===== config.mk =====
export PLATFORM = sky130hd
export DESIGN_NAME = temp_limit_offset_result_regs
export DESIGN_NICKNAME = d
export VERILOG_FILES = /design/src/hdl/temp_limit_pkg.sv /design/src/hdl/temp_limit_offset_result_regs.sv /design/src/hdl/limit_compare.sv
export SDC_FILE = /design/constraint.sdc
export NUM_CORES = 1
export LEC_CHECK = 0
export ABC_CLOCK_PERIOD_IN_PS = 1500
export BUFFER_PORTS_ARGS = -buffer_cell sky130_fd_sc_hd__buf_2
export CORE_AREA = 8 8 99 101
export DETAILED_ROUTE_END_ITERATION = 8
export DIE_AREA = 0 0 107 109
export GPL_TIMING_DRIVEN = 0
export HOLD_SLACK_MARGIN = 0.12
export PLACE_DENSITY = 0.76
export SYNTH_ARGS = -nofsm -noshare
export SYNTH_HDL_FRONTEND = slang
export SYNTH_SLANG_ARGS = --single-unit

===== constraint.sdc =====
create_clock -name mclk -period 1.5 [get_ports mclk]
set_input_delay 0.15 -clock mclk [delete_from_list [all_inputs] [get_ports mclk]]
set_output_delay 0.15 -clock mclk [all_outputs]
set_load 0.1 [all_outputs]

===== src/hdl/temp_limit_pkg.sv =====
// Register map and field constants of the limit, offset and result bank
package temp_limit_pkg;
  // Read and write offsets as printed
  localparam logic [7:0] RD_LOCAL_LOW_LIMIT = 8'h06;
  localparam logic [7:0] WR_LOCAL_LOW_LIMIT = 8'h0C;
  localparam logic [7:0] RD_REMOTE_HIGH_LIMIT = 8'h07;
  localparam logic [7:0] WR_REMOTE_HIGH_LIMIT = 8'h0D;
  localparam logic [7:0] RD_REMOTE_LOW_LIMIT = 8'h08;
  localparam logic [7:0] WR_REMOTE_LOW_LIMIT = 8'h0E;
  localparam logic [7:0] WR_SINGLE_TRIGGER = 8'h0F;
  localparam logic [7:0] RD_RESULT_FRACTION = 8'h10;
  localparam logic [7:0] RD_OFFSET_UPPER = 8'h11;
  localparam logic [7:0] WR_OFFSET_UPPER = 8'h11;
  // Result high byte read offset (outside this bank, needed for the lock)
  localparam logic [7:0] RD_RESULT_UPPER = 8'h01;
  // Reset values
  localparam logic [7:0] RST_LOCAL_LOW_LIMIT = 8'h00;
  localparam logic [7:0] RST_REMOTE_HIGH_LIMIT = 8'h55;
  localparam logic [7:0] RST_REMOTE_LOW_LIMIT = 8'h00;
  localparam logic [7:0] RST_RESULT = 8'h00;
  localparam logic [7:0] RST_OFFSET_UPPER = 8'h00;
  localparam logic [7:0] READ_NONE = 8'h00;
  // Fraction field: bits 7..4, lower nibble reserved as zero
  localparam int FRAC_W = 4;
  localparam int TEMP_W = 12;
  localparam logic [3:0] RSVD_ZERO = 4'h0;
  // Conversion sequencer states
  typedef enum logic [1:0] {
    SEQ_IDLE = 2'b00,
    SEQ_BUSY = 2'b01,
    SEQ_DONE = 2'b10
  } seq_state_t;
endpackage


===== src/hdl/temp_limit_offset_result_regs.sv =====
// Limit, offset, one-shot and remote result registers with read lock
// Behaviour
// - Local low limit held, compared per conversion
// - Remote high limit upper byte held, compared
// - Remote low limit upper byte held, compared
// - Any write to trigger while idle starts one shutdown conversion
// - Result fraction in bits 7..4, rest zero
// - Result bytes read-only, refreshed per conversion
// - Reading high byte first locks low byte
// - Reading low byte first locks high byte
// - Lock drops when another register is read
// - Offset added to every remote conversion
// - Offset upper byte read/write, one degree LSB
// - Shutdown finishes current conversion then stops
// - Offset fraction bits 7..4 complete 12 bits
`timescale 1ns/100ps
`default_nettype none
module temp_limit_offset_result_regs (
  input wire logic mclk, // 20 MHz clock
  input wire logic rst_b, // Async reset, active low
  input wire logic regWrite, // Host write strobe, one cycle
  input wire logic regRead, // Host read strobe, one cycle
  input wire logic [7:0] regAddr, // Register offset
  input wire logic [7:0] regWdata, // Write data
  output logic [7:0] regRdata, // Read data, valid cycle after strobe
  input wire logic shutdown_control, // Shutdown bit from configuration
  input wire logic [3:0] remote_offset_fraction_bits, // Offset low nibble
  input wire logic [3:0] remote_high_limit_fraction, // High limit nibble
  input wire logic [3:0] remote_low_limit_fraction, // Low limit nibble
  input wire logic [11:0] localTemp, // Local measurement
  input wire logic [11:0] adcRemote, // Raw remote converter value
  input wire logic convDone, // Converter finished, one cycle
  output logic convStart, // Start a conversion, one cycle
  output logic [7:0] remoteResultUpper, // Remote result high byte
  output logic localBelowLow, // Local below low limit
  output logic remoteAboveHigh, // Remote above high limit
  output logic remoteBelowLow, // Remote below low limit
  output logic converting // Conversion in progress
);
  ////////////////////////////////////////////////////////////////////////////
  logic [7:0] local_low_limit_bits;
  logic [7:0] remote_high_limit_upper_bits;
  logic [7:0] remote_low_limit_upper_bits;
  logic [7:0] remote_offset_upper_bits;
  logic [3:0] remote_result_fraction_bits;
  logic lockLow;
  logic lockHigh;
  logic next_lockLow;
  logic next_lockHigh;
  logic compareStrobe;
  temp_limit_pkg::seq_state_t seqState;
  temp_limit_pkg::seq_state_t next_seqState;

  // Write select decode
  wire wLocalLow = regWrite && regAddr == temp_limit_pkg::WR_LOCAL_LOW_LIMIT;
  wire wRemHigh = regWrite && regAddr == temp_limit_pkg::WR_REMOTE_HIGH_LIMIT;
  wire wRemLow = regWrite && regAddr == temp_limit_pkg::WR_REMOTE_LOW_LIMIT;
  wire wOffset = regWrite && regAddr == temp_limit_pkg::WR_OFFSET_UPPER;
  wire wTrigger = regWrite && regAddr == temp_limit_pkg::WR_SINGLE_TRIGGER;

  // Read select decode
  wire selLocalLow = regAddr == temp_limit_pkg::RD_LOCAL_LOW_LIMIT;
  wire selRemHigh = regAddr == temp_limit_pkg::RD_REMOTE_HIGH_LIMIT;
  wire selRemLow = regAddr == temp_limit_pkg::RD_REMOTE_LOW_LIMIT;
  wire selFrac = regAddr == temp_limit_pkg::RD_RESULT_FRACTION;
  wire selUpper = regAddr == temp_limit_pkg::RD_RESULT_UPPER;
  wire selOffset = regAddr == temp_limit_pkg::RD_OFFSET_UPPER;
  wire rdFrac = regRead && selFrac;
  wire rdUpper = regRead && selUpper;
  wire rdOther = regRead && !rdFrac && !rdUpper;

  ////////////////////////////////////////////////////////////////////////////
  // limit and offset registers
  always_ff @(posedge mclk or negedge rst_b) begin
    if (!rst_b) begin
      local_low_limit_bits <= temp_limit_pkg::RST_LOCAL_LOW_LIMIT;
      remote_high_limit_upper_bits <= temp_limit_pkg::RST_REMOTE_HIGH_LIMIT;
      remote_low_limit_upper_bits <= temp_limit_pkg::RST_REMOTE_LOW_LIMIT;
      remote_offset_upper_bits <= temp_limit_pkg::RST_OFFSET_UPPER;
    end else begin
      if (wLocalLow) local_low_limit_bits <= regWdata;
      if (wRemHigh) remote_high_limit_upper_bits <= regWdata;
      if (wRemLow) remote_low_limit_upper_bits <= regWdata;
      if (wOffset) remote_offset_upper_bits <= regWdata;
    end
  end

  ////////////////////////////////////////////////////////////////////////////
  // Sequencer: continuous unless shut down
  wire trigger = wTrigger && shutdown_control &&
                 seqState == temp_limit_pkg::SEQ_IDLE;
  always_comb begin
    next_seqState = seqState;
    case (seqState)
      temp_limit_pkg::SEQ_IDLE: begin
        if (!shutdown_control || trigger) begin
          next_seqState = temp_limit_pkg::SEQ_BUSY;
        end
      end
      temp_limit_pkg::SEQ_BUSY: begin
        if (convDone) next_seqState = temp_limit_pkg::SEQ_DONE;
      end
      temp_limit_pkg::SEQ_DONE: begin
        // One idle cycle between conversions
        next_seqState = temp_limit_pkg::SEQ_IDLE;
      end
      default: next_seqState = temp_limit_pkg::SEQ_IDLE;
    endcase
  end
  wire startNow = seqState == temp_limit_pkg::SEQ_IDLE &&
                  next_seqState == temp_limit_pkg::SEQ_BUSY;
  always_ff @(posedge mclk or negedge rst_b) begin
    if (!rst_b) begin
      seqState <= temp_limit_pkg::SEQ_IDLE;
      convStart <= 1'b0;
      converting <= 1'b0;
    end else begin
      seqState <= next_seqState;
      convStart <= startNow;
      converting <= next_seqState == temp_limit_pkg::SEQ_BUSY;
    end
  end

  ////////////////////////////////////////////////////////////////////////////
  // offset sum; offset fraction; 12-bit offset
  wire [11:0] offsetFull = {remote_offset_upper_bits,
                            remote_offset_fraction_bits};
  wire [11:0] remoteSum = adcRemote + offsetFull;
  wire doneNow = convDone && seqState == temp_limit_pkg::SEQ_BUSY;
  wire [7:0] sumUpper =
    remoteSum[temp_limit_pkg::TEMP_W-1:temp_limit_pkg::FRAC_W];
  wire [3:0] sumFrac = remoteSum[temp_limit_pkg::FRAC_W-1:0];

  // high read first locks low; low read first locks high; other read
  always_comb begin
    next_lockLow = lockLow;
    next_lockHigh = lockHigh;
    if (rdUpper) begin
      next_lockLow = !lockHigh;
      next_lockHigh = 1'b0;
    end else if (rdFrac) begin
      next_lockLow = 1'b0;
      next_lockHigh = !lockLow;
    end else if (rdOther) begin
      next_lockLow = 1'b0;
      next_lockHigh = 1'b0;
    end
  end
  always_ff @(posedge mclk or negedge rst_b) begin
    if (!rst_b) begin
      lockLow <= 1'b0;
      lockHigh <= 1'b0;
    end else begin
      lockLow <= next_lockLow;
      lockHigh <= next_lockHigh;
    end
  end

  always_ff @(posedge mclk or negedge rst_b) begin
    if (!rst_b) begin
      remoteResultUpper <= temp_limit_pkg::RST_RESULT;
      remote_result_fraction_bits <= temp_limit_pkg::RSVD_ZERO;
      compareStrobe <= 1'b0;
    end else begin
      compareStrobe <= doneNow;
      // a lock taken at this read edge already holds
      if (doneNow && !next_lockHigh) remoteResultUpper <= sumUpper;
      if (doneNow && !next_lockLow) remote_result_fraction_bits <= sumFrac;
    end
  end

  ////////////////////////////////////////////////////////////////////////////
  wire [7:0] rdMux =
    selLocalLow ? local_low_limit_bits :
    selRemHigh ? remote_high_limit_upper_bits :
    selRemLow ? remote_low_limit_upper_bits :
    selFrac ? {remote_result_fraction_bits, temp_limit_pkg::RSVD_ZERO} :
    selUpper ? remoteResultUpper :
    selOffset ? remote_offset_upper_bits :
    temp_limit_pkg::READ_NONE;
  always_ff @(posedge mclk or negedge rst_b) begin
    if (!rst_b) begin
      regRdata <= temp_limit_pkg::READ_NONE;
    end else if (regRead) begin
      regRdata <= rdMux;
    end
  end

  ////////////////////////////////////////////////////////////////////////////
  // limits as 12-bit
  wire [11:0] remHighFull = {remote_high_limit_upper_bits,
                             remote_high_limit_fraction};
  wire [11:0] remLowFull = {remote_low_limit_upper_bits,
                            remote_low_limit_fraction};
  wire [11:0] locLowFull = {local_low_limit_bits, temp_limit_pkg::RSVD_ZERO};
  wire [11:0] remStored = {remoteResultUpper, remote_result_fraction_bits};

  limit_compare #(.W(temp_limit_pkg::TEMP_W)) remoteCmp (
    .mclk(mclk),
    .rst_b(rst_b),
    .sample(compareStrobe),
    .temp(remStored),
    .highLimit(remHighFull),
    .lowLimit(remLowFull),
    .aboveHigh(remoteAboveHigh),
    .belowLow(remoteBelowLow)
  );
  limit_compare #(.W(temp_limit_pkg::TEMP_W)) localCmp (
    .mclk(mclk),
    .rst_b(rst_b),
    .sample(compareStrobe),
    .temp(localTemp),
    .highLimit(locLowFull),
    .lowLimit(locLowFull),
    .aboveHigh(),
    .belowLow(localBelowLow)
  );
endmodule
`default_nettype wire


===== src/hdl/limit_compare.sv =====
// Signed 12-bit window compare of one temperature against two limits
`timescale 1ns/100ps
`default_nettype none
module limit_compare #(
  parameter int W = 12
) (
  input wire logic mclk, // Clock
  input wire logic rst_b, // Async reset, active low
  input wire logic sample, // Compare strobe
  input wire logic [W-1:0] temp, // Temperature
  input wire logic [W-1:0] highLimit, // High limit
  input wire logic [W-1:0] lowLimit, // Low limit
  output logic aboveHigh, // Temp above high limit
  output logic belowLow // Temp below low limit
);
  wire gtHigh = $signed(temp) > $signed(highLimit);
  wire ltLow = $signed(temp) < $signed(lowLimit);
  always_ff @(posedge mclk or negedge rst_b) begin
    if (!rst_b) begin
      aboveHigh <= 1'b0;
      belowLow <= 1'b0;
    end else if (sample) begin
      aboveHigh <= gtHigh;
      belowLow <= ltLow;
    end
  end
endmodule
`default_nettype wire


==> results.md <==
- The clock sink count is 62.
- The mean instance size in the synthesized netlist is 9.38 um2.
- After detailed routing, the number of vias per cell comes to 5.73.
- The y dimension of the die is 109 um.
- The type of the tightest min-delay check is input port to flip-flop.
- The worst setup path is launched from a flip-flop.
- The met1 track utilization from global routing is 24.7%.
- The worst path uses 117% of the clock period.
- Input and output buffers added on the ports amount to 71.
- Yosys mapped a number of flops with a built-in enable equal to 0.
- The pin count of the biggest net entering global routing is 63.
- The relative max-transition margin is 47.2%.
- The CTS tree is built.
- The total overflow reported by the global router is 0.
- At the end of routability-driven placement, the weighted congestion stood at 0.909.
- The total iterations of the first detailed-routing run is 5.
- The clock buffer count from CTS is 9.
- The half-perimeter wire length after detailed placement is 8830 um.
- Cells with a size suffix above 1 make up 35.3% of the layout.
- After clock tree synthesis, the clock-pin slew on the worst setup and hold paths is 70 ps.
- Across the routed clock network, the largest skew measured is 4.77 ps.
- By count the netlist is led by sky130_fd_sc_hd__dfrtp_1, sky130_fd_sc_hd__o21ai_0, sky130_fd_sc_hd__nand2_1, sky130_fd_sc_hd__inv_1, sky130_fd_sc_hd__ha_1.
- Sorting the synthesized cells by area gives the leading types as sky130_fd_sc_hd__dfrtp_1, sky130_fd_sc_hd__ha_1, sky130_fd_sc_hd__o21ai_0, sky130_fd_sc_hd__nand2_1, sky130_fd_sc_hd__inv_1.
- The actual transition at the worst max-transition pin is 792 ps.
- The sequential cells in the finished layout cover a total of 1560 um2.
- The fraction of synthesis flops using an asynchronous set or reset pin is 100%.
- For this run, design rule violations remaining after detail routing come to 0.
- Setup repair after global routing could not meet its margin everywhere.
- The number of global-route vias before repair is 3,845.
- Data on the critical path arrives at its endpoint at 2030 ps.
- The die is 107 um wide.
- The area growth from synthesis to layout is 32.4%.
- The number of antenna violations at the first check in global routing is 0.
- In this run, synthesis produced a sequential element count of 62.
- The final standard cell area without fillers is 5390 um2.
- The core utilization of the finished layout is 64.3%.
- The net count of the finished layout is 647.
- The complex-gate fraction of the synthesized area is 19.4%.
- The placed instances occupy a cell area of 4600 um2.
- Counting distinct cell types in the post-synthesis netlist gives 55.
- The standby leakage power is 0.00261 uW.
- The number of slew-limit violations in the final report is 0.
- The number of endpoints failing setup at the final stage is 9.
- In the synthesized netlist, the number of instances is 434.
- The total number of vias is 3,779.
- The synthesized netlist occupies a cell area of 4070 um2.
- The data required time at the worst endpoint is 1770 ps.
- The effective utilization at floorplan is 48.6%.
- The number of antenna cells inserted is 0.
- The worst setup path is captured at a flip-flop.
- The critical path is of the flip-flop to flip-flop type.
- Dividing the detail-routed wire length by the instance count gives 18.4 um.
- The final reports fail on negative setup slack.
- The number of nets in the synthesized netlist is 534.
- During synthesis, Yosys emitted a total of 0 warnings.
- Across all hold checks on the routed design, the worst slack comes to 142 ps.
- The post-synthesis cell type with the largest combined area is sky130_fd_sc_hd__dfrtp_1.
- The number of rows created at floorplan is 34.
- After filler insertion, the fill cell instance count of the layout stands at 695.
- Global routing consumed, on the met2 layer, 34.7% of the routing resources.
- Max-cap violations in this run came to 0.
- Summing the areas of all fa, ha and maj instances in the mapped netlist gives 13.1% of the synthesized area.
- The final worst-path setup slack is -257 ps.
- The clock passes through at most 2 buffers.
- The clock reaches the later pin of the worst-skew pair after 340 ps.
- The portion of synthesized area spent on multiplexers is 5.59%.
- Adding up every negative setup slack in the final design gives -1230 ps.
- The count of nets left with antenna violations after detail routing is 0.
- During I/O placement, the number of pins put on the boundary was 79.
- Global routing consumed, over all layers together, 20.8% of the routing resources.
- The area of the multi-input gates is 2520 um2.
- In this run the biggest area consumer among cell types represents 35.6% of the synthesized area.
- The xor/xnor share of the synthesized area is 2.15%.
- The flow ran to the end, but the final reports show violations.
- The worst path in the final design needs a cycle of 1760 ps, including I/O delays and setup.
- The global routing's busiest layer is met2.
- The first global-routing pass estimated 18,800 um of wire.
- The basic-gate share of the synthesized area counting and, or, nand and nor cells is 14.7%.
- The register area share after synthesis is 38.2%.
- The routed wire length is 12,200 um.
- VDD sags by at most 1.66 mV.
- The H-tree was split into 3 levels.
- The cell chosen for the clock root is sky130_fd_sc_hd__clkbuf_8.
- The core footprint is 8380 um2.
- The largest family of logic cells by synthesized area is compound AO/OA/AOI/OAI gates.
- By instance count, the leading cell after synthesis is sky130_fd_sc_hd__dfrtp_1.
- The dominant register cell in the synthesized netlist is sky130_fd_sc_hd__dfrtp_1.
- The die covers 11,700 um2.
- The number of hold violations in the final report is 0.
- The power density of the placed cells is 1420 nW/um2.
- For this block, the initial DRC count from the detailed router was 212.
- Of all nets on the critical path, the largest fanout is 3.
- Static timing analysis puts the maximum clock frequency at 569 MHz.
- The met3 track utilization from global routing is 3.90%.
==> final timing paths <==
| check | from | end | slack, ps | cells past startpoint |
|---|---|---|---|---|
| max | remote_offset_upper_bits[0]$_DFFE_PN0P_ | remoteResultUpper[5]$_DFFE_PN0P_ | -260 | 6 |
| min | regWdata[5] | remote_high_limit_upper_bits[5]$_DFFE_PN0P_ | 140 | 3 |
| max reg2reg | remote_offset_upper_bits[0]$_DFFE_PN0P_ | remoteResultUpper[5]$_DFFE_PN0P_ | -260 | 6 |
| min reg2reg | seqState[1]$_DFF_PN0_ | convStart$_DFF_PN0_ | 480 | 1 |
| max in group asynchronous | rst_b | remoteResultUpper[1]$_DFFE_PN0P_ | 500 | 2 |
| min in group asynchronous | rst_b | localCmp.belowLow$_DFFE_PN0P_ | 420 | 2 |
==> per-layer routing <==
metal / wire length [um] / up-vias
met5: 0 / -
met4: 523 / 0
li1: - / 1777
met3: 763 / 35
met1: 5110 / 1836
met2: 5770 / 131
==> layout make-up <==
class                   count  share of cell area [%]
inverters                  44                    3.06
clock buffers              12                    2.69
multi-input cells         309                    46.8
flip-flops and latches     62                    29.0
plain buffers              19                    2.34
well taps                 108                    2.51
repair buffers            102                    12.3
clock inverters             4                    1.30
==> cell usage in the layout, fill, tap and decap left out, types with 7 or more instances in the layout <==
cell / synthesis / layout
sky130_fd_sc_hd__buf_2: 6 / 68
sky130_fd_sc_hd__dfrtp_1: 58 / 52
sky130_fd_sc_hd__nand2_1: 46 / 44
sky130_fd_sc_hd__o21ai_0: 54 / 42
sky130_fd_sc_hd__inv_1: 44 / 40
sky130_fd_sc_hd__buf_4: 10 / 33
sky130_fd_sc_hd__ha_1: 41 / 31
sky130_fd_sc_hd__a21oi_1: 18 / 15
sky130_fd_sc_hd__nor2_1: 15 / 14
sky130_fd_sc_hd__mux2_2: 14 / 14
sky130_fd_sc_hd__o21ai_1: 0 / 11
sky130_fd_sc_hd__ha_4: 0 / 10
sky130_fd_sc_hd__clkbuf_8: 0 / 10
sky130_fd_sc_hd__a22oi_1: 11 / 9
sky130_fd_sc_hd__dlygate4sd3_1: 0 / 9
sky130_fd_sc_hd__nand4_1: 8 / 8
sky130_fd_sc_hd__nand3_1: 9 / 7
sky130_fd_sc_hd__buf_6: 0 / 7
sky130_fd_sc_hd__mux2i_1: 7 / 7
==> worst max-delay path, stage by stage (launching register included) <==
cell                       delay [ps]
sky130_fd_sc_hd__dfrtp_1          430
sky130_fd_sc_hd__ha_4             310
sky130_fd_sc_hd__o211ai_1         160
sky130_fd_sc_hd__o211ai_1         330
sky130_fd_sc_hd__a41oi_2          170
sky130_fd_sc_hd__xor2_1           170
sky130_fd_sc_hd__o21ai_1          110
==> report_power, final <==
part / switching, uW / internal [uW] / total, uW / leakage, uW
clock: 638 / 977 / 1610 / 0.000110
combinational: 2270 / 1290 / 3560 / 0.00178
sequential: 477 / 1990 / 2470 / 0.000720
==> cell families (layout without fill, tap and decap cells) <==
family,count (synthesis),in the layout
adders and majority gates,42,42
and+or+nand+nor,108,108
AOI/OAI and AO/OA,128,128
xor gates and xnor gates,10,10
DFF,62,62
muxes,21,21
buffers and inverters,63,181
==> flip-flops by register name, summed over array words and instances (netlist names) <==
register	count
compareStrobe	1
convStart	1
converting	1
localCmp.belowLow	1
local_low_limit_bits	8
lockHigh	1
lockLow	1
regRdata	8
remoteCmp.aboveHigh	1
remoteCmp.belowLow	1
remoteResultUpper	8
remote_high_limit_upper_bits	8
remote_low_limit_upper_bits	8
remote_offset_upper_bits	8
remote_result_fraction_bits	4
seqState	2
==> timing repair <==
action,in CTS,in global routing
gates resized for setup,51,27
hold buffers,8,1
pin swaps,16,18
buffers inserted,13,10
endpoints found under the setup margin,18,15
endpoints found under the hold margin,19,58
==> stage by stage <==
step	power, uW	worst slack [ps]	instances
after detailed placement	5380	-339	613
after global placement	5290	-306	613
final	7650	-257	660
after floorplan	4590	-43.5	434
after CTS	7400	-151	650
after global routing	7980	-329	660
No activity file was read; power rests on OpenSTA's default activity.
